`src/inc/t3e3_alarm_pkg.sv`:
```
// Constants, register map and carrier types for the receive alarm block.
// Assumes a byte-addressed register bus with one 32-bit word per register.
package t3e3_alarm_pkg;

  // Register indices; byte address is four times the index
  localparam logic [7:0] IDX_ALARM_STATUS = 8'h12;
  localparam logic [7:0] IDX_ALARM_MASK = 8'h14;
  localparam logic [7:0] IDX_EVENT_INFO = 8'h16;
  localparam logic [7:0] IDX_MASTER_MASK = 8'h18;
  localparam int ADDR_W = 10;

  // Alarm status and mask bit positions
  localparam int ST_LOS = 0;
  localparam int ST_LOF = 1;
  localparam int ST_AIS = 2;
  localparam int ST_RAI = 3;
  localparam int ST_IDLE = 4;
  localparam int ST_TX_FRAME_START = 5;
  localparam int ST_RX_FRAME_START = 6;
  localparam int MASK_BITS = 7;

  // Event information bit positions
  localparam int IN_ALIGNMENT_CHANGED = 0;
  localparam int IN_SEVERE_FRAMING_EVENT = 5;
  localparam int IN_SN = 8;
  localparam int IN_AIC = 9;
  localparam int IN_SIGNAL_RESTORED = 10;
  localparam int IN_FAR_END_ALARM_CLEARED = 13;

  // Values after reset
  localparam logic [15:0] RESET_ALARM_MASK = 16'h0080;
  localparam logic RESET_MASTER_MASK = 1'b0;

  // Detection counts
  localparam logic [10:0] FIELD_RUN_LEN = 11'h400;
  localparam logic [2:0] FIELD_ERR_LIMIT = 3'h4;
  localparam logic [7:0] LOS_ZERO_RUN = 8'hC0;
  localparam logic [7:0] LOS_WINDOW_BITS = 8'hC0;
  localparam logic [7:0] T3_EXZ_RUN = 8'h03;
  localparam logic [7:0] E3_EXZ_RUN = 8'h04;
  localparam logic [4:0] F_ERR_LIMIT = 5'h03;
  localparam logic [4:0] M_ERR_LIMIT = 5'h02;
  localparam logic [2:0] RAI_RUN = 3'h4;
  localparam logic [3:0] E3_AIS_MAX_ZEROS = 4'h4;
  localparam logic [2:0] E3_ZERO_SAT = 3'h5;
  localparam logic [2:0] E3_LOF_BAD = 3'h4;
  localparam logic [2:0] E3_LOF_GOOD = 3'h3;
  localparam logic [2:0] C_SUBFRAME_IDLE = 3'h3;
  localparam logic [1:0] C_LAST_IDX = 2'h2;
  localparam int ALIGN_W = 11;

  // One received bit and its position within the frame
  typedef struct packed {
    logic bitValid;
    logic bitVal;
    logic payload;
    logic fieldStart;
    logic fieldEnd;
  } rx_bit_s;

  // Overhead strobes from the frame aligner
  typedef struct packed {
    logic frameStart;
    logic fStrobe;
    logic fErr;
    logic mStrobe;
    logic mErr;
    logic xStrobe;
    logic x1;
    logic x2;
    logic cStrobe;
    logic cVal;
    logic [1:0] cIdx;
    logic [2:0] subframe;
    logic fasStrobe;
    logic fasGood;
    logic bit11Strobe;
    logic bit11;
    logic snBit;
  } ovh_s;

endpackage

```
`src/hw/zero_run_detect.sv`:
```
// Zero-run watcher: excess-zero events and signal absence.
// Assumes bits arrive with bitValid on the receive clock.
`timescale 1ns/1ps
module zero_run_detect import t3e3_alarm_pkg::*; (
  input wire logic ref_clk,
  input wire logic reset,
  input wire logic bitValid,
  input wire logic bitVal,
  input wire logic e3Mode,
  input wire logic bipolarLine,
  output logic signalAbsent,
  output logic zeroRunExcess
);
  typedef enum logic [1:0] {LOS_CLEAR, LOS_DECLARED, LOS_WINDOW} los_state_e;

  los_state_e state_r, state_nxt;
  logic [7:0] zeroRun_r, zeroRun_nxt;
  logic [7:0] winCnt_r, winCnt_nxt;
  logic exz_r, exz_nxt;
  logic [7:0] runLimit;
  logic exzNow;

  assign runLimit = e3Mode ? E3_EXZ_RUN : T3_EXZ_RUN;

  always_comb begin
    state_nxt = state_r;
    zeroRun_nxt = zeroRun_r;
    winCnt_nxt = winCnt_r;
    exzNow = 1'b0;
    if (bitValid) begin
      if (bitVal) begin
        zeroRun_nxt = 8'h00;
      end else if (zeroRun_r != LOS_ZERO_RUN) begin
        zeroRun_nxt = zeroRun_r + 8'h01;
      end
      // One event per run, however long the run
      exzNow = !bitVal && (zeroRun_r + 8'h01 == runLimit);
      unique case (state_r)
        LOS_CLEAR: begin
          if (!bitVal && (zeroRun_r + 8'h01 == LOS_ZERO_RUN)) begin
            state_nxt = LOS_DECLARED;
          end
        end
        LOS_DECLARED: begin
          if (bitVal) begin
            state_nxt = LOS_WINDOW;
            winCnt_nxt = 8'h01;
          end
        end
        LOS_WINDOW: begin
          if (exzNow) begin
            state_nxt = LOS_DECLARED;
          end else if (winCnt_r + 8'h01 == LOS_WINDOW_BITS) begin
            state_nxt = LOS_CLEAR;
          end else begin
            winCnt_nxt = winCnt_r + 8'h01;
          end
        end
        default: state_nxt = LOS_CLEAR;
      endcase
    end
    exz_nxt = exzNow;
  end

  always_ff @(posedge ref_clk) begin
    if (reset) begin
      state_r <= LOS_CLEAR;
      zeroRun_r <= 8'h00;
      winCnt_r <= 8'h00;
      exz_r <= 1'b0;
    end else begin
      state_r <= state_nxt;
      zeroRun_r <= zeroRun_nxt;
      winCnt_r <= winCnt_nxt;
      exz_r <= exz_nxt;
    end
  end

  // Undefined on a unipolar line, so held inactive there
  assign signalAbsent = bipolarLine && (state_r != LOS_CLEAR);
  assign zeroRunExcess = exz_r;
endmodule

```
`src/hw/t3e3_alarm_detect_status.sv`:
```
// Receive alarm detection, status latches, masks and event information.
// Assumes the frame aligner supplies bit and overhead strobes on ref_clk.
//
// Function
// - Each mask bit set enables, cleared blocks, its status condition's interrupt.
// - One read of the alarm status clears each latch it returned set whose condition is gone.
// - T3 upstream alarm: 1024 fields with under 4 errors of 10 pattern, C bits zero.
// - T3 upstream alarm clears after 1024 fields with 4 or more errors.
// - Signal absent after 192 zeros; clears on clean 192-bit window from a one.
// - Signal absent has no meaning on a unipolar line.
// - T3 frame lost on 3 of 16 F errors or 2 of 4 M errors.
// - T3 far-end alarm set on X bits zero 4 frames, cleared on one 4 frames.
// - T3 idle: 1024 fields with under 4 errors of 1100, subframe 3 C zero.
// - T3 idle clears after 1024 fields with 4 or more errors.
// - E3 upstream alarm on at most 4 zeros in two frames, clears at 5.
// - E3 far-end alarm on bit 11 one 4 frames, cleared on zero 4 frames.
// - In C-bit parity mode alarm channel codes also raise far-end alarm.
// - No event information bit ever drives the interrupt.
// - Alignment change latched on resync at new alignment, only after first sync.
// - Alignment change clears on read, sets again on any later resync at a new alignment.
// - Alarm bits latch on condition; a read clears them only once gone.
// - Status change or frame start interrupts only with own and master mask set.
// - Excess-zero event on 3 zeros in T3 or 4 zeros in E3.
//
// Register access over Avalon-MM was chosen for this implementation.
`timescale 1ns/1ps
module t3e3_alarm_detect_status import t3e3_alarm_pkg::*; (
  input wire logic ref_clk,
  input wire logic reset,
  input wire logic [ADDR_W-1:0] address,
  input wire logic read,
  input wire logic write,
  input wire logic [31:0] writedata,
  input wire logic [3:0] byteenable,
  output logic [31:0] readdata,
  output logic waitrequest,
  input wire rx_bit_s rxBit,
  input wire ovh_s ovh,
  input wire logic e3Mode,
  input wire logic bipolarLine,
  input wire logic cbitParity,
  input wire logic feacRai,
  input wire logic txFrameStart,
  input wire logic zeroSubWord,
  input wire logic appIdChannel,
  input wire logic syncAchieved,
  input wire logic [ALIGN_W-1:0] syncAlign,
  output logic irq,
  output logic signalAbsent,
  output logic frameLost,
  output logic upstreamAlarm,
  output logic farEndAlarm,
  output logic idlePatternSeen
);

  function automatic logic regHit(input logic [ADDR_W-1:0] a, input logic [7:0] idx);
    regHit = (a == {idx, 2'b00});
  endfunction

  function automatic logic [4:0] ones16(input logic [15:0] v);
    logic [4:0] n;
    n = 5'h00;
    for (int i = 0; i < 16; i++) begin
      n = n + {4'h0, v[i]};
    end
    ones16 = n;
  endfunction

  function automatic logic [2:0] inc3(input logic [2:0] v, input logic [2:0] lim);
    inc3 = (v == lim) ? v : v + 3'h1;
  endfunction

  function automatic logic [10:0] runInc(input logic [10:0] v);
    runInc = (v == FIELD_RUN_LEN) ? v : v + 11'h001;
  endfunction

  function automatic logic [2:0] errInc(input logic [2:0] v, input logic miss);
    errInc = (miss && v != FIELD_ERR_LIMIT) ? v + 3'h1 : v;
  endfunction

  // Bus state
  logic ackR, ackNxt;
  logic [31:0] readdataR, readdataNxt;
  logic [MASK_BITS-1:0] maskR, maskNxt;
  logic masterR, masterNxt;
  logic req, accept, stsClr, infoClr;

  // Detector state
  logic [15:0] fHist_r, fHist_nxt;
  logic [3:0] mHist_r, mHist_nxt;
  logic [2:0] fasBad_r, fasBad_nxt, fasGood_r, fasGood_nxt;
  logic lof_r, lof_nxt;
  logic [1:0] bitIdx_r, bitIdx_nxt;
  logic [2:0] aisErr_r, aisErr_nxt, idleErr_r, idleErr_nxt;
  logic [10:0] aisGood_r, aisGood_nxt, aisBad_r, aisBad_nxt;
  logic [10:0] idleGood_r, idleGood_nxt, idleBad_r, idleBad_nxt;
  logic [1:0] cOnes_r, cOnes_nxt;
  logic ais_r, ais_nxt, idle_r, idle_nxt;
  logic [2:0] e3ZeroCur_r, e3ZeroCur_nxt, e3ZeroPrev_r, e3ZeroPrev_nxt;
  logic [2:0] raiAct_r, raiAct_nxt, raiIn_r, raiIn_nxt;
  logic rai_r, rai_nxt;
  logic synced_r, synced_nxt;
  logic [ALIGN_W-1:0] align_r, align_nxt;
  logic [1:0] idx;
  logic [2:0] aisErrNow, idleErrNow, zCur;
  logic [3:0] pairZeros;
  logic rStrobe, rAct, rInact, cMajority, sefeSet, cofaSet;

  // Latch state
  logic [4:0] alarmL_r, alarmL_nxt, chg_r, chg_nxt, condPrev_r, condPrev_nxt;
  logic [1:0] sof_r, sof_nxt;
  logic [5:0] evL_r, evL_nxt;
  logic [3:0] clrL_r, clrL_nxt;
  logic sn_r, sn_nxt, aic_r, aic_nxt;
  logic [4:0] cond;
  logic [5:0] evSet;
  logic [1:0] sofSet;
  logic losNow, exzEvent, raiOut;

  zero_run_detect u_zero_run (
    .ref_clk(ref_clk),
    .reset(reset),
    .bitValid(rxBit.bitValid),
    .bitVal(rxBit.bitVal),
    .e3Mode(e3Mode),
    .bipolarLine(bipolarLine),
    .signalAbsent(losNow),
    .zeroRunExcess(exzEvent)
  );

  // Register bus: one wait cycle, data captured on the first edge
  assign req = read || write;
  assign waitrequest = req && !ackR;
  assign accept = req && ackR;
  assign stsClr = accept && read && regHit(address, IDX_ALARM_STATUS);
  assign infoClr = accept && read && regHit(address, IDX_EVENT_INFO);

  always_comb begin
    ackNxt = req && !ackR;
    readdataNxt = readdataR;
    maskNxt = maskR;
    masterNxt = masterR;
    if (read && !ackR) begin
      readdataNxt = 32'h0000_0000;
      if (regHit(address, IDX_ALARM_STATUS)) begin
        readdataNxt[MASK_BITS-1:0] = {sof_r, alarmL_r};
      end else if (regHit(address, IDX_ALARM_MASK)) begin
        readdataNxt[15:0] = {RESET_ALARM_MASK[15:MASK_BITS], maskR};
      end else if (regHit(address, IDX_EVENT_INFO)) begin
        readdataNxt[15:0] = {2'h0, clrL_r, aic_r, sn_r, 2'h0, evL_r};
      end else if (regHit(address, IDX_MASTER_MASK)) begin
        readdataNxt[0] = masterR;
      end
    end
    if (accept && write && byteenable[0]) begin
      if (regHit(address, IDX_ALARM_MASK)) begin
        maskNxt = writedata[MASK_BITS-1:0];
      end else if (regHit(address, IDX_MASTER_MASK)) begin
        masterNxt = writedata[0];
      end
    end
  end

  always_ff @(posedge ref_clk) begin
    if (reset) begin
      ackR <= 1'b0;
      readdataR <= 32'h0000_0000;
      maskR <= RESET_ALARM_MASK[MASK_BITS-1:0];
      masterR <= RESET_MASTER_MASK;
    end else begin
      ackR <= ackNxt;
      readdataR <= readdataNxt;
      maskR <= maskNxt;
      masterR <= masterNxt;
    end
  end

  assign readdata = readdataR;

  // Alarm detectors
  always_comb begin
    fHist_nxt = fHist_r;
    mHist_nxt = mHist_r;
    fasBad_nxt = fasBad_r;
    fasGood_nxt = fasGood_r;
    lof_nxt = lof_r;
    bitIdx_nxt = bitIdx_r;
    aisErr_nxt = aisErr_r;
    idleErr_nxt = idleErr_r;
    aisGood_nxt = aisGood_r;
    aisBad_nxt = aisBad_r;
    idleGood_nxt = idleGood_r;
    idleBad_nxt = idleBad_r;
    cOnes_nxt = cOnes_r;
    ais_nxt = ais_r;
    idle_nxt = idle_r;
    e3ZeroCur_nxt = e3ZeroCur_r;
    e3ZeroPrev_nxt = e3ZeroPrev_r;
    raiAct_nxt = raiAct_r;
    raiIn_nxt = raiIn_r;
    rai_nxt = rai_r;
    synced_nxt = synced_r;
    align_nxt = align_r;
    sefeSet = 1'b0;
    cofaSet = 1'b0;
    pairZeros = 4'h0;
    idx = rxBit.fieldStart ? 2'h0 : bitIdx_r;
    // Pattern 10 starts with the 1 after the overhead bit, 1100 with its 11
    aisErrNow = errInc(rxBit.fieldStart ? 3'h0 : aisErr_r, rxBit.bitVal == idx[0]);
    idleErrNow = errInc(rxBit.fieldStart ? 3'h0 : idleErr_r, rxBit.bitVal == idx[1]);
    zCur = ovh.frameStart ? 3'h0 : e3ZeroCur_r;
    cMajority = (cOnes_r + {1'b0, ovh.cVal}) >= 2'h2;
    rStrobe = e3Mode ? ovh.bit11Strobe : ovh.xStrobe;
    rAct = e3Mode ? ovh.bit11 : (!ovh.x1 && !ovh.x2);
    rInact = e3Mode ? !ovh.bit11 : (ovh.x1 && ovh.x2);

    if (!e3Mode && rxBit.bitValid && rxBit.payload) begin
      bitIdx_nxt = idx + 2'h1;
      aisErr_nxt = aisErrNow;
      idleErr_nxt = idleErrNow;
      if (rxBit.fieldEnd) begin
        if (aisErrNow < FIELD_ERR_LIMIT) begin
          aisGood_nxt = runInc(aisGood_r);
          aisBad_nxt = 11'h000;
        end else begin
          aisBad_nxt = runInc(aisBad_r);
          aisGood_nxt = 11'h000;
        end
        if (idleErrNow < FIELD_ERR_LIMIT) begin
          idleGood_nxt = runInc(idleGood_r);
          idleBad_nxt = 11'h000;
        end else begin
          idleBad_nxt = runInc(idleBad_r);
          idleGood_nxt = 11'h000;
        end
      end
    end
    // A C group decoding to one restarts the good-field run
    if (!e3Mode && ovh.cStrobe) begin
      if (ovh.cIdx == C_LAST_IDX) begin
        cOnes_nxt = 2'h0;
        if (cMajority) begin
          aisGood_nxt = 11'h000;
          if (ovh.subframe == C_SUBFRAME_IDLE) begin
            idleGood_nxt = 11'h000;
          end
        end
      end else begin
        cOnes_nxt = cOnes_r + {1'b0, ovh.cVal};
      end
    end
    if (!e3Mode) begin
      if (aisGood_r == FIELD_RUN_LEN) begin
        ais_nxt = 1'b1;
      end else if (aisBad_r == FIELD_RUN_LEN) begin
        ais_nxt = 1'b0;
      end
      if (idleGood_r == FIELD_RUN_LEN) begin
        idle_nxt = 1'b1;
      end else if (idleBad_r == FIELD_RUN_LEN) begin
        idle_nxt = 1'b0;
      end
    end else begin
      idle_nxt = 1'b0;
      if (rxBit.bitValid) begin
        if (ovh.frameStart) begin
          pairZeros = {1'b0, e3ZeroPrev_r} + {1'b0, e3ZeroCur_r};
          ais_nxt = (pairZeros <= E3_AIS_MAX_ZEROS);
          e3ZeroPrev_nxt = e3ZeroCur_r;
        end
        e3ZeroCur_nxt = rxBit.bitVal ? zCur : inc3(zCur, E3_ZERO_SAT);
      end
    end

    if (!e3Mode) begin
      if (ovh.fStrobe) begin
        fHist_nxt = {fHist_r[14:0], ovh.fErr};
        if (ones16(fHist_nxt) >= F_ERR_LIMIT) begin
          lof_nxt = 1'b1;
          sefeSet = 1'b1;
        end
      end
      if (ovh.mStrobe) begin
        mHist_nxt = {mHist_r[2:0], ovh.mErr};
        if (ones16({12'h000, mHist_nxt}) >= M_ERR_LIMIT) begin
          lof_nxt = 1'b1;
        end
      end
      if (syncAchieved) begin
        lof_nxt = 1'b0;
        fHist_nxt = 16'h0000;
        mHist_nxt = 4'h0;
      end
    end else if (ovh.fasStrobe) begin
      if (ovh.fasGood) begin
        fasBad_nxt = 3'h0;
        fasGood_nxt = inc3(fasGood_r, E3_LOF_GOOD);
        if (fasGood_r + 3'h1 == E3_LOF_GOOD) begin
          lof_nxt = 1'b0;
        end
      end else begin
        fasGood_nxt = 3'h0;
        fasBad_nxt = inc3(fasBad_r, E3_LOF_BAD);
        if (fasBad_r + 3'h1 == E3_LOF_BAD) begin
          lof_nxt = 1'b1;
          sefeSet = 1'b1;
        end
      end
    end

    if (rStrobe) begin
      raiAct_nxt = rAct ? inc3(raiAct_r, RAI_RUN) : 3'h0;
      raiIn_nxt = rInact ? inc3(raiIn_r, RAI_RUN) : 3'h0;
      if (rAct && (raiAct_r + 3'h1 == RAI_RUN)) begin
        rai_nxt = 1'b1;
      end
      if (rInact && (raiIn_r + 3'h1 == RAI_RUN)) begin
        rai_nxt = 1'b0;
      end
    end

    // Resync pulses arrive only after a loss, so one flag per realignment
    if (syncAchieved) begin
      cofaSet = synced_r && (syncAlign != align_r);
      synced_nxt = 1'b1;
      align_nxt = syncAlign;
    end
  end

  always_ff @(posedge ref_clk) begin
    if (reset) begin
      fHist_r <= 16'h0000;
      mHist_r <= 4'h0;
      fasBad_r <= 3'h0;
      fasGood_r <= 3'h0;
      lof_r <= 1'b0;
      bitIdx_r <= 2'h0;
      aisErr_r <= 3'h0;
      idleErr_r <= 3'h0;
      aisGood_r <= 11'h000;
      aisBad_r <= 11'h000;
      idleGood_r <= 11'h000;
      idleBad_r <= 11'h000;
      cOnes_r <= 2'h0;
      ais_r <= 1'b0;
      idle_r <= 1'b0;
      e3ZeroCur_r <= E3_ZERO_SAT;
      e3ZeroPrev_r <= E3_ZERO_SAT;
      raiAct_r <= 3'h0;
      raiIn_r <= 3'h0;
      rai_r <= 1'b0;
      synced_r <= 1'b0;
      align_r <= '0;
    end else begin
      fHist_r <= fHist_nxt;
      mHist_r <= mHist_nxt;
      fasBad_r <= fasBad_nxt;
      fasGood_r <= fasGood_nxt;
      lof_r <= lof_nxt;
      bitIdx_r <= bitIdx_nxt;
      aisErr_r <= aisErr_nxt;
      idleErr_r <= idleErr_nxt;
      aisGood_r <= aisGood_nxt;
      aisBad_r <= aisBad_nxt;
      idleGood_r <= idleGood_nxt;
      idleBad_r <= idleBad_nxt;
      cOnes_r <= cOnes_nxt;
      ais_r <= ais_nxt;
      idle_r <= idle_nxt;
      e3ZeroCur_r <= e3ZeroCur_nxt;
      e3ZeroPrev_r <= e3ZeroPrev_nxt;
      raiAct_r <= raiAct_nxt;
      raiIn_r <= raiIn_nxt;
      rai_r <= rai_nxt;
      synced_r <= synced_nxt;
      align_r <= align_nxt;
    end
  end

  // Status latches; a set in the clearing cycle wins, unread bits are kept except in chg_r, which any status read clears whole
  assign raiOut = rai_r || (cbitParity && !e3Mode && feacRai);
  assign cond = {idle_r, raiOut, ais_r, lof_r, losNow};
  assign sofSet = {rxBit.bitValid && ovh.frameStart, txFrameStart};
  assign evSet = {sefeSet, exzEvent, !e3Mode && ovh.mStrobe && ovh.mErr,
                  e3Mode ? (ovh.fasStrobe && !ovh.fasGood) : (ovh.fStrobe && ovh.fErr),
                  zeroSubWord, cofaSet};

  always_comb begin
    alarmL_nxt = cond | (alarmL_r & ~({5{stsClr}} & readdataR[4:0]));
    sof_nxt = sofSet | (sof_r & ~({2{stsClr}} & readdataR[ST_RX_FRAME_START:ST_TX_FRAME_START]));
    chg_nxt = (cond ^ condPrev_r) | (chg_r & ~{5{stsClr}});
    condPrev_nxt = cond;
    evL_nxt = evSet | (evL_r & ~({6{infoClr}} & readdataR[IN_SEVERE_FRAMING_EVENT:IN_ALIGNMENT_CHANGED]));
    clrL_nxt = (condPrev_r[3:0] & ~cond[3:0]) |
               (clrL_r & ~({4{infoClr}} & readdataR[IN_FAR_END_ALARM_CLEARED:IN_SIGNAL_RESTORED]));
    sn_nxt = (e3Mode && rxBit.bitValid && ovh.frameStart) ? ovh.snBit : sn_r;
    aic_nxt = appIdChannel;
  end

  always_ff @(posedge ref_clk) begin
    if (reset) begin
      alarmL_r <= 5'h00;
      sof_r <= 2'h0;
      chg_r <= 5'h00;
      condPrev_r <= 5'h00;
      evL_r <= 6'h00;
      clrL_r <= 4'h0;
      sn_r <= 1'b0;
      aic_r <= 1'b0;
    end else begin
      alarmL_r <= alarmL_nxt;
      sof_r <= sof_nxt;
      chg_r <= chg_nxt;
      condPrev_r <= condPrev_nxt;
      evL_r <= evL_nxt;
      clrL_r <= clrL_nxt;
      sn_r <= sn_nxt;
      aic_r <= aic_nxt;
    end
  end

  // Information bits stay out of the interrupt term
  assign irq = masterR && |(maskR & {sof_r, chg_r});
  assign signalAbsent = losNow;
  assign frameLost = lof_r;
  assign upstreamAlarm = ais_r;
  assign farEndAlarm = raiOut;
  assign idlePatternSeen = idle_r;
endmodule

```
`config.mk`:
```
export PLATFORM = sky130hd
export DESIGN_NAME = t3e3_alarm_detect_status
export DESIGN_NICKNAME = d
export VERILOG_FILES = /design/src/inc/t3e3_alarm_pkg.sv /design/src/hw/zero_run_detect.sv /design/src/hw/t3e3_alarm_detect_status.sv
export SDC_FILE = /design/constraint.sdc
export NUM_CORES = 1
export LEC_CHECK = 0
export ABC_AREA = 1
export BUFFER_PORTS_ARGS = -buffer_cell sky130_fd_sc_hd__buf_2
export CAP_MARGIN = 20
export CORE_MARGIN = 5
export CORE_UTILIZATION = 58
export DETAILED_ROUTE_END_ITERATION = 8
export PLACE_DENSITY = 0.79
export SETUP_SLACK_MARGIN = 0.15
export SYNTH_ARGS = -nofsm -noshare
export SYNTH_HDL_FRONTEND = slang
export SYNTH_SLANG_ARGS = --single-unit
```
`constraint.sdc`:
```
create_clock -name ref_clk -period 6 [get_ports ref_clk]
set_input_delay 1.2 -clock ref_clk [delete_from_list [all_inputs] [get_ports ref_clk]]
set_output_delay 1.2 -clock ref_clk [all_outputs]
set_load 0.01 [all_outputs]
```
==> metrics, run 1 <==
RSZ-0062 raised after global routing=false; post-synth cell types=54; CTS Buffer Depth=2; WP data required=6.33 ns; non-filler cells, final=1658; Buffers on Ports=86; detailed placement HPWL=15500 µm; Die ar.=19500 µm²; # clock sinks=177; drc violations=0; htree depth=4; die width=140 µm; share of cells above drive strength 1=0.127; Worst Path Max Fanout=3; Root Buffer=clkbuf_16; Final #Nets=1575; number of enable flip-flop cells after synthesis=0; standard-cell row count=47; Starting DRT DRC Count=443; max_cap viols=0; Gate Count Post-Synth=1355; delay-heaviest family, CP=adder cells; minimum clock period=4.46 ns; initial antenna violation count=0; Die Span Y=140 µm; top cells by count, synth=nand2_1 (263), dfxtp_1 (177), inv_1 (171); Highest Clock Rate=224 MHz; Mapped Avg Cell Area=7.21 µm²; IO Pins=133; CTS Buf Count=17; Max rail drop VDD=189 µV; Worst Setup Start Kind=primary input; Setup Skew=0.0151 ns; Relative slew margins=0.294; Antenna Cells=0; Overall Power=2.61 mW; flops & latches, synth=177; Static Leak=4.65 nW; filler instances=1447; met2 usage=0.372; most common cell in the netlist=nand2_1; CP endpoint kind=register; first-pass GRT wire length=36800 µm; Global Route met1 Usage=0.288; post_cts resized=0; Detailed Route WL=21600 µm; ys async rst share=0; Setup-failing EPs final=0; post-route antenna net violation count=0; setup TNS=0 ns; Yosys top cell by area=dfxtp_1; Synth area leaders=dfxtp_1 (36%), nand2_1 (10%), inv_1 (6.6%); Final Max Slew Viols=0; sequential cell area=3540 µm²; PwrDens=240 nW/µm²; CP bufs+invs=3; global route overflow=0; hold buffer count at cts=0; multi-input gate area in the final layout=5260 µm²; WL/cell=13.0 µm; Clk pin slew, worst setup/hold paths=0.07 ns; Worst Max-Slew Pin Slew=1.05 ns; Most Crowded Layer GR=met2; initial core utilization=0.589; largest net degree at the start of global routing=87; Reg2Reg Setup Slack=2.06 ns; mapped cell area=9770 µm²; CTS tree=done; Worst path slowest cell=fa_1; Final Hold Vio Count=0; vias per cell=5.28; most used cell, CP=fa_1; placed cells=1626; YS warnings=0; RePlAce Congestion=0.866; Tot GR Track Use=0.221; vias in the first global route=8111; detailed-route via count=8751; Skew-Pair Late Insertion Delay=0.44 ns; post-synth top area share=0.363; crit path kind=primary input to register; CP peak stage delay=0.56 ns; worst path cell trace=buf_2 -> inv_1 -> fa_1 -> fa_1 -> fa_1 -> fa_1 -> inv_1 -> ha_1 -> fa_1 -> a221oi_1 -> o21ai_0 -> nand2_1 -> o211ai_1 -> nand2_1 -> a21oi_1; Synth Flop Type=dfxtp_1; critical path arrival=4.79 ns; period utilisation layout=0.744; outcome=finished, final reports clean; P&R area growth vs syn=11.1%; core area=16600 µm²; Hold Path Class=register to register; met3 Track Usage GR=0.0535; DRT Pass-1 Iters=8; register area share after synthesis=0.363; Post-CTS Setup Bufs=0
-- final cells by class --
| type | count | share of cell area |
|---|---|---|
| inverter | 189 | 0.0662 |
| timing repair buffer | 89 | 0.0420 |
| sequential | 177 | 0.327 |
| clock inverter | 13 | 0.0133 |
| multi-input combinational | 951 | 0.485 |
| clock buffer | 19 | 0.0417 |
| tap | 220 | 0.0254 |
-- metrics by stage --
stage                     cell area (µm²)  hold WS (ns)  setup slack [ns]   util
after global placement              10300         0.438              1.18  0.618
after floorplan                      9830         0.415              1.41      -
after CTS                           10900         0.459              1.55  0.654
final                               10900         0.458              1.54  0.654
after global routing                10900         0.480              1.30  0.654
after detailed placement            10300         0.444              1.11  0.618
-- flip-flops by register name (all words and copies together) (netlist names), 3 cells and up --
register              flops
evL_r                     6
fasGood_r                 3
idleBad_r                11
chg_r                     5
u_zero_run.winCnt_r       8
fHist_r                  15
raiIn_r                   3
idleGood_r               11
mHist_r                   3
condPrev_r                5
u_zero_run.zeroRun_r      8
raiAct_r                  3
aisBad_r                 11
align_r                  11
clrL_r                    4
aisErr_r                  3
readdata                 14
maskR                     7
fasBad_r                  3
idleErr_r                 3
e3ZeroCur_r               3
e3ZeroPrev_r              3
aisGood_r                11
alarmL_r                  5
-- cell families after synthesis --
group                    count (synthesis)  synth area share
flip-flops                             177             0.363
buffers and inverters                  244             0.105
other                                    1          0.000384
adder cells (fa/ha/maj)                 56            0.0809
AO/OA/AOI/OAI                          255             0.150
XOR/XNOR                                41            0.0375
AND/OR/NAND/NOR                        581             0.264
-- layer usage --
metal | wire length (µm) | vias up
li1 | - | 4527
met1 | 9990 | 4085
met2 | 10500 | 123
met3 | 875 | 16
met4 | 203 | 0
met5 | 0 | -
-- worst paths after layout --
kind                               to                     from  depth (start not counted)
min reg2reg  readdata[9]$_SDFFE_PP0P_         aic_r$_SDFF_PP0_                          2
max            frameLost$_SDFFE_PP0P_                  ovh[17]                         15
min          readdata[9]$_SDFFE_PP0P_         aic_r$_SDFF_PP0_                          2
max reg2reg    frameLost$_SDFFE_PP0P_  fHist_r[4]$_SDFFE_PP0P_                         14
-- cell usage in the layout (no fill, tap or decap), types with 3 or more instances in the layout --
| cell type | count |
|---|---|
| a211oi_1 | 10 |
| a21oi_1 | 121 |
| a21oi_2 | 4 |
| a221oi_1 | 3 |
| a31oi_1 | 8 |
| a41oi_1 | 6 |
| buf_2 | 85 |
| buf_4 | 4 |
| clkbuf_16 | 17 |
| conb_1 | 18 |
| dfxtp_1 | 177 |
| fa_1 | 12 |
| ha_1 | 44 |
| inv_1 | 171 |
| inv_2 | 15 |
| inv_6 | 4 |
| inv_8 | 3 |
| nand2_1 | 263 |
| nand2_2 | 13 |
| nand2_4 | 6 |
| nand3_1 | 95 |
| nand3b_1 | 3 |
| nand4_1 | 16 |
| nor2_1 | 131 |
| nor2_2 | 5 |
| nor3_1 | 31 |
| nor4_1 | 5 |
| o211ai_1 | 14 |
| o21ai_0 | 72 |
| o21bai_1 | 3 |
| or2_2 | 3 |
| xnor2_1 | 22 |
| xor2_1 | 18 |
-- worst register-to-register path: stages, from the launching register on --
cell,delay (ns)
dfxtp_1,0.35
inv_1,0.07
fa_1,0.57
fa_1,0.44
fa_1,0.49
fa_1,0.50
inv_1,0.05
ha_1,0.20
fa_1,0.45
a221oi_1,0.28
o21ai_0,0.16
nand2_1,0.09
o211ai_1,0.08
nand2_1,0.07
a21oi_1,0.06
-- where the power goes --
part           internal, mW  total, mW  switching [mW]
registers              1.21       1.24          0.0284
logic                0.0870      0.248           0.161
clock network         0.611       1.12           0.509
Power figures use the tool's default switching activity.
==> run 2: changes to the inputs <==
--- a/config.mk
+++ b/config.mk
@@ -5,13 +5,13 @@
 export SDC_FILE = /design/constraint.sdc
 export NUM_CORES = 1
 export LEC_CHECK = 0
-export ABC_AREA = 1
+export ABC_AREA = 0
 export BUFFER_PORTS_ARGS = -buffer_cell sky130_fd_sc_hd__buf_2
 export CAP_MARGIN = 20
 export CORE_MARGIN = 5
 export CORE_UTILIZATION = 58
 export DETAILED_ROUTE_END_ITERATION = 8
-export PLACE_DENSITY = 0.79
+export PLACE_DENSITY = 0.8
 export SETUP_SLACK_MARGIN = 0.15
 export SYNTH_ARGS = -nofsm -noshare
 export SYNTH_HDL_FRONTEND = slang
==> constraint.sdc (replaced) <==
create_clock -name ref_clk -period 4.6 [get_ports ref_clk]
set_input_delay 0.92 -clock ref_clk [delete_from_list [all_inputs] [get_ports ref_clk]]
set_output_delay 0.92 -clock ref_clk [all_outputs]
set_load 0.01 [all_outputs]
==> metrics, run 2 <==
Biggest register=fHist_r; ys async rst share=0; detailed placement HPWL=14600 µm; minimum clock period=4.14 ns; htree depth=4; # clock sinks=177; Synth Flop Type=dfxtp_1; Overall Power=3.36 mW; RSZ-0062 raised after global routing=false; Setup Skew=0.0102 ns; critical path arrival=4.42 ns; die width=137 µm; filler instances=1353; met2 usage=0.363; most frequent cells in the layout=dfxtp_1 (177), nor2_1 (168), nand2_1 (128), a21oi_1 (88), buf_2 (85); post-route antenna net violation count=0; Worst Setup Start Kind=primary input; number of enable flip-flop cells after synthesis=0; Max rail drop VDD=283 µV; Starting DRT DRC Count=485; Gate Count Post-Synth=1154; Hold Path Class=register to register; global route overflow=0; post_cts resized=0; Tot GR Track Use=0.223; core area=15900 µm²; Fin Hold WS=0.452 ns; YS warnings=0; setup TNS=0 ns; Worst Max-Slew Pin Slew=0.981 ns; first-pass GRT wire length=34100 µm; Worst Path Max Fanout=2; IO Pins=133; post-synth cell types=77; met3 Track Usage GR=0.0380; initial core utilization=0.592; standard-cell row count=46; Highest Clock Rate=242 MHz; mapped cell area=9410 µm²; worst path cell trace=buf_2 -> inv_1 -> fa_1 -> fa_1 -> fa_1 -> fa_1 -> inv_1 -> ha_1 -> fa_1 -> a211oi_1 -> o21ai_0 -> nand2_1 -> o32ai_1 -> a21oi_1 -> nor2_1; Final #Nets=1371; fin area=10500 µm²; Most Crowded Layer GR=met2; initial antenna violation count=0; share of cells above drive strength 1=0.120; Buffers on Ports=86; placed cells=1417; Post-CTS Setup Bufs=0; hold buffer count at cts=0; drc violations=0; crit path kind=primary input to register; RePlAce Congestion=0.861; commonest non-fill, non-tap cell in the layout=dfxtp_1; outcome=finished, final reports clean; most used cell, CP=fa_1; Detailed Route WL=20800 µm; Clk pin slew, worst setup/hold paths=0.07 ns; top cells by count, synth=dfxtp_1 (177), nor2_1 (168), nand2_1 (128); register area share after synthesis=0.377; Die Span Y=137 µm; PwrDens=321 nW/µm²; flops & latches, synth=177; Mapped Avg Cell Area=8.15 µm²; period utilisation layout=0.899; Die ar.=18900 µm²; CP peak stage delay=0.57 ns; detailed-route via count=8120; Synth area leaders=dfxtp_1 (38%), nor2_1 (6.7%), ha_1 (5.9%); CTS Buffer Depth=2; DRT Pass-1 Iters=5; max_cap viols=0; WP data required=4.89 ns; CTS tree=done; placed cell areas=9850 µm²; Worst path slowest cell=fa_1; most common cell in the netlist=dfxtp_1; Antenna Cells=0; Relative slew margins=0.345; Root Buffer=clkbuf_16; Final Max Slew Viols=0; vias per cell=5.60; Static Leak=4.30 nW; Setup-failing EPs final=0; P&R area growth vs syn=11.4%; CP endpoint kind=register; vias in the first global route=7230; non-filler cells, final=1450; WL/cell=14.3 µm; largest net degree at the start of global routing=70; Final Hold Vio Count=0; Global Route met1 Usage=0.299; post-synth top area share=0.377; CTS Buf Count=17; Yosys top cell by area=dfxtp_1; max FFs per register=15; Skew-Pair Late Insertion Delay=0.43 ns
run 2: changes by cell type after synthesis, sizes merged, moves of 16 or more:
| cell | delta |
|---|---|
| nand2 | -151 |
| inv | -117 |
| nand3 | -62 |
| a21oi | -37 |
| nor2 | +34 |
| mux2i | +29 |
| a22oi | +28 |
| and3 | +18 |
| o21ai | -17 |
| nor2b | +16 |
| xor2 | +16 |
run 2: worst paths after layout:
path	startpoint	end	slack, ns	cells after the start
max	ovh[17]	evL_r[5]$_SDFF_PP0_	0.46	15
min	readdata[7]$_SDFFE_PP0P_	readdata[7]$_SDFFE_PP0P_	0.45	2
max reg2reg	fHist_r[4]$_SDFFE_PP0P_	evL_r[5]$_SDFF_PP0_	0.68	14
min reg2reg	readdata[7]$_SDFFE_PP0P_	readdata[7]$_SDFFE_PP0P_	0.45	2
run 2: kinds of logic after synthesis:
group / count (synthesis) / synth area share
compound gates: 241 / 0.158
xor+xnor: 46 / 0.0428
fa+ha+maj: 56 / 0.0840
buf+inv: 132 / 0.0665
flops: 177 / 0.377
mux: 31 / 0.0332
other cells: 1 / 0.000399
simple gates: 470 / 0.238
run 2: cell type report:
type | count | area (µm²) | share of cell area
clock buffer | 17 | 425 | 0.0406
multi-input combinational | 862 | 5300 | 0.506
timing repair buffer | 92 | 478 | 0.0456
clock inverter | 15 | 193 | 0.0184
tap | 216 | 270 | 0.0258
sequential | 177 | 3540 | 0.338
inverter | 71 | 267 | 0.0254
run 2: metal layers:
layer / share of wire / routed length (µm)
met1: 0.45 / 9330
met3: 0.070 / 1460
met4: 0.015 / 315
met2: 0.47 / 9670
met5: 0 / 0
run 2: report_power, final:
group / total, mW / internal (mW) / switching (mW)
clock network: 1.52 / 0.872 / 0.650
logic: 0.251 / 0.0903 / 0.160
registers: 1.59 / 1.56 / 0.0269
total: 3.36 / 2.52 / 0.837
run 2: per-stage QoR:
step | utilization | setup slack (ns)
finish | 0.660 | 0.465
global route | 0.660 | 0.265
CTS | 0.659 | 0.467
detailed placement | 0.620 | 0.0153
global placement | 0.620 | 0.0776
floorplan | - | 0.304
run 2: critical path: cells and delay by family:
kind | cells | cell delay (ns)
buffers and inverters | 3 | 0.18
AND/OR/NAND/NOR | 2 | 0.15
AO/OA/AOI/OAI | 4 | 0.56
adder cells (fa/ha/maj) | 6 | 2.61
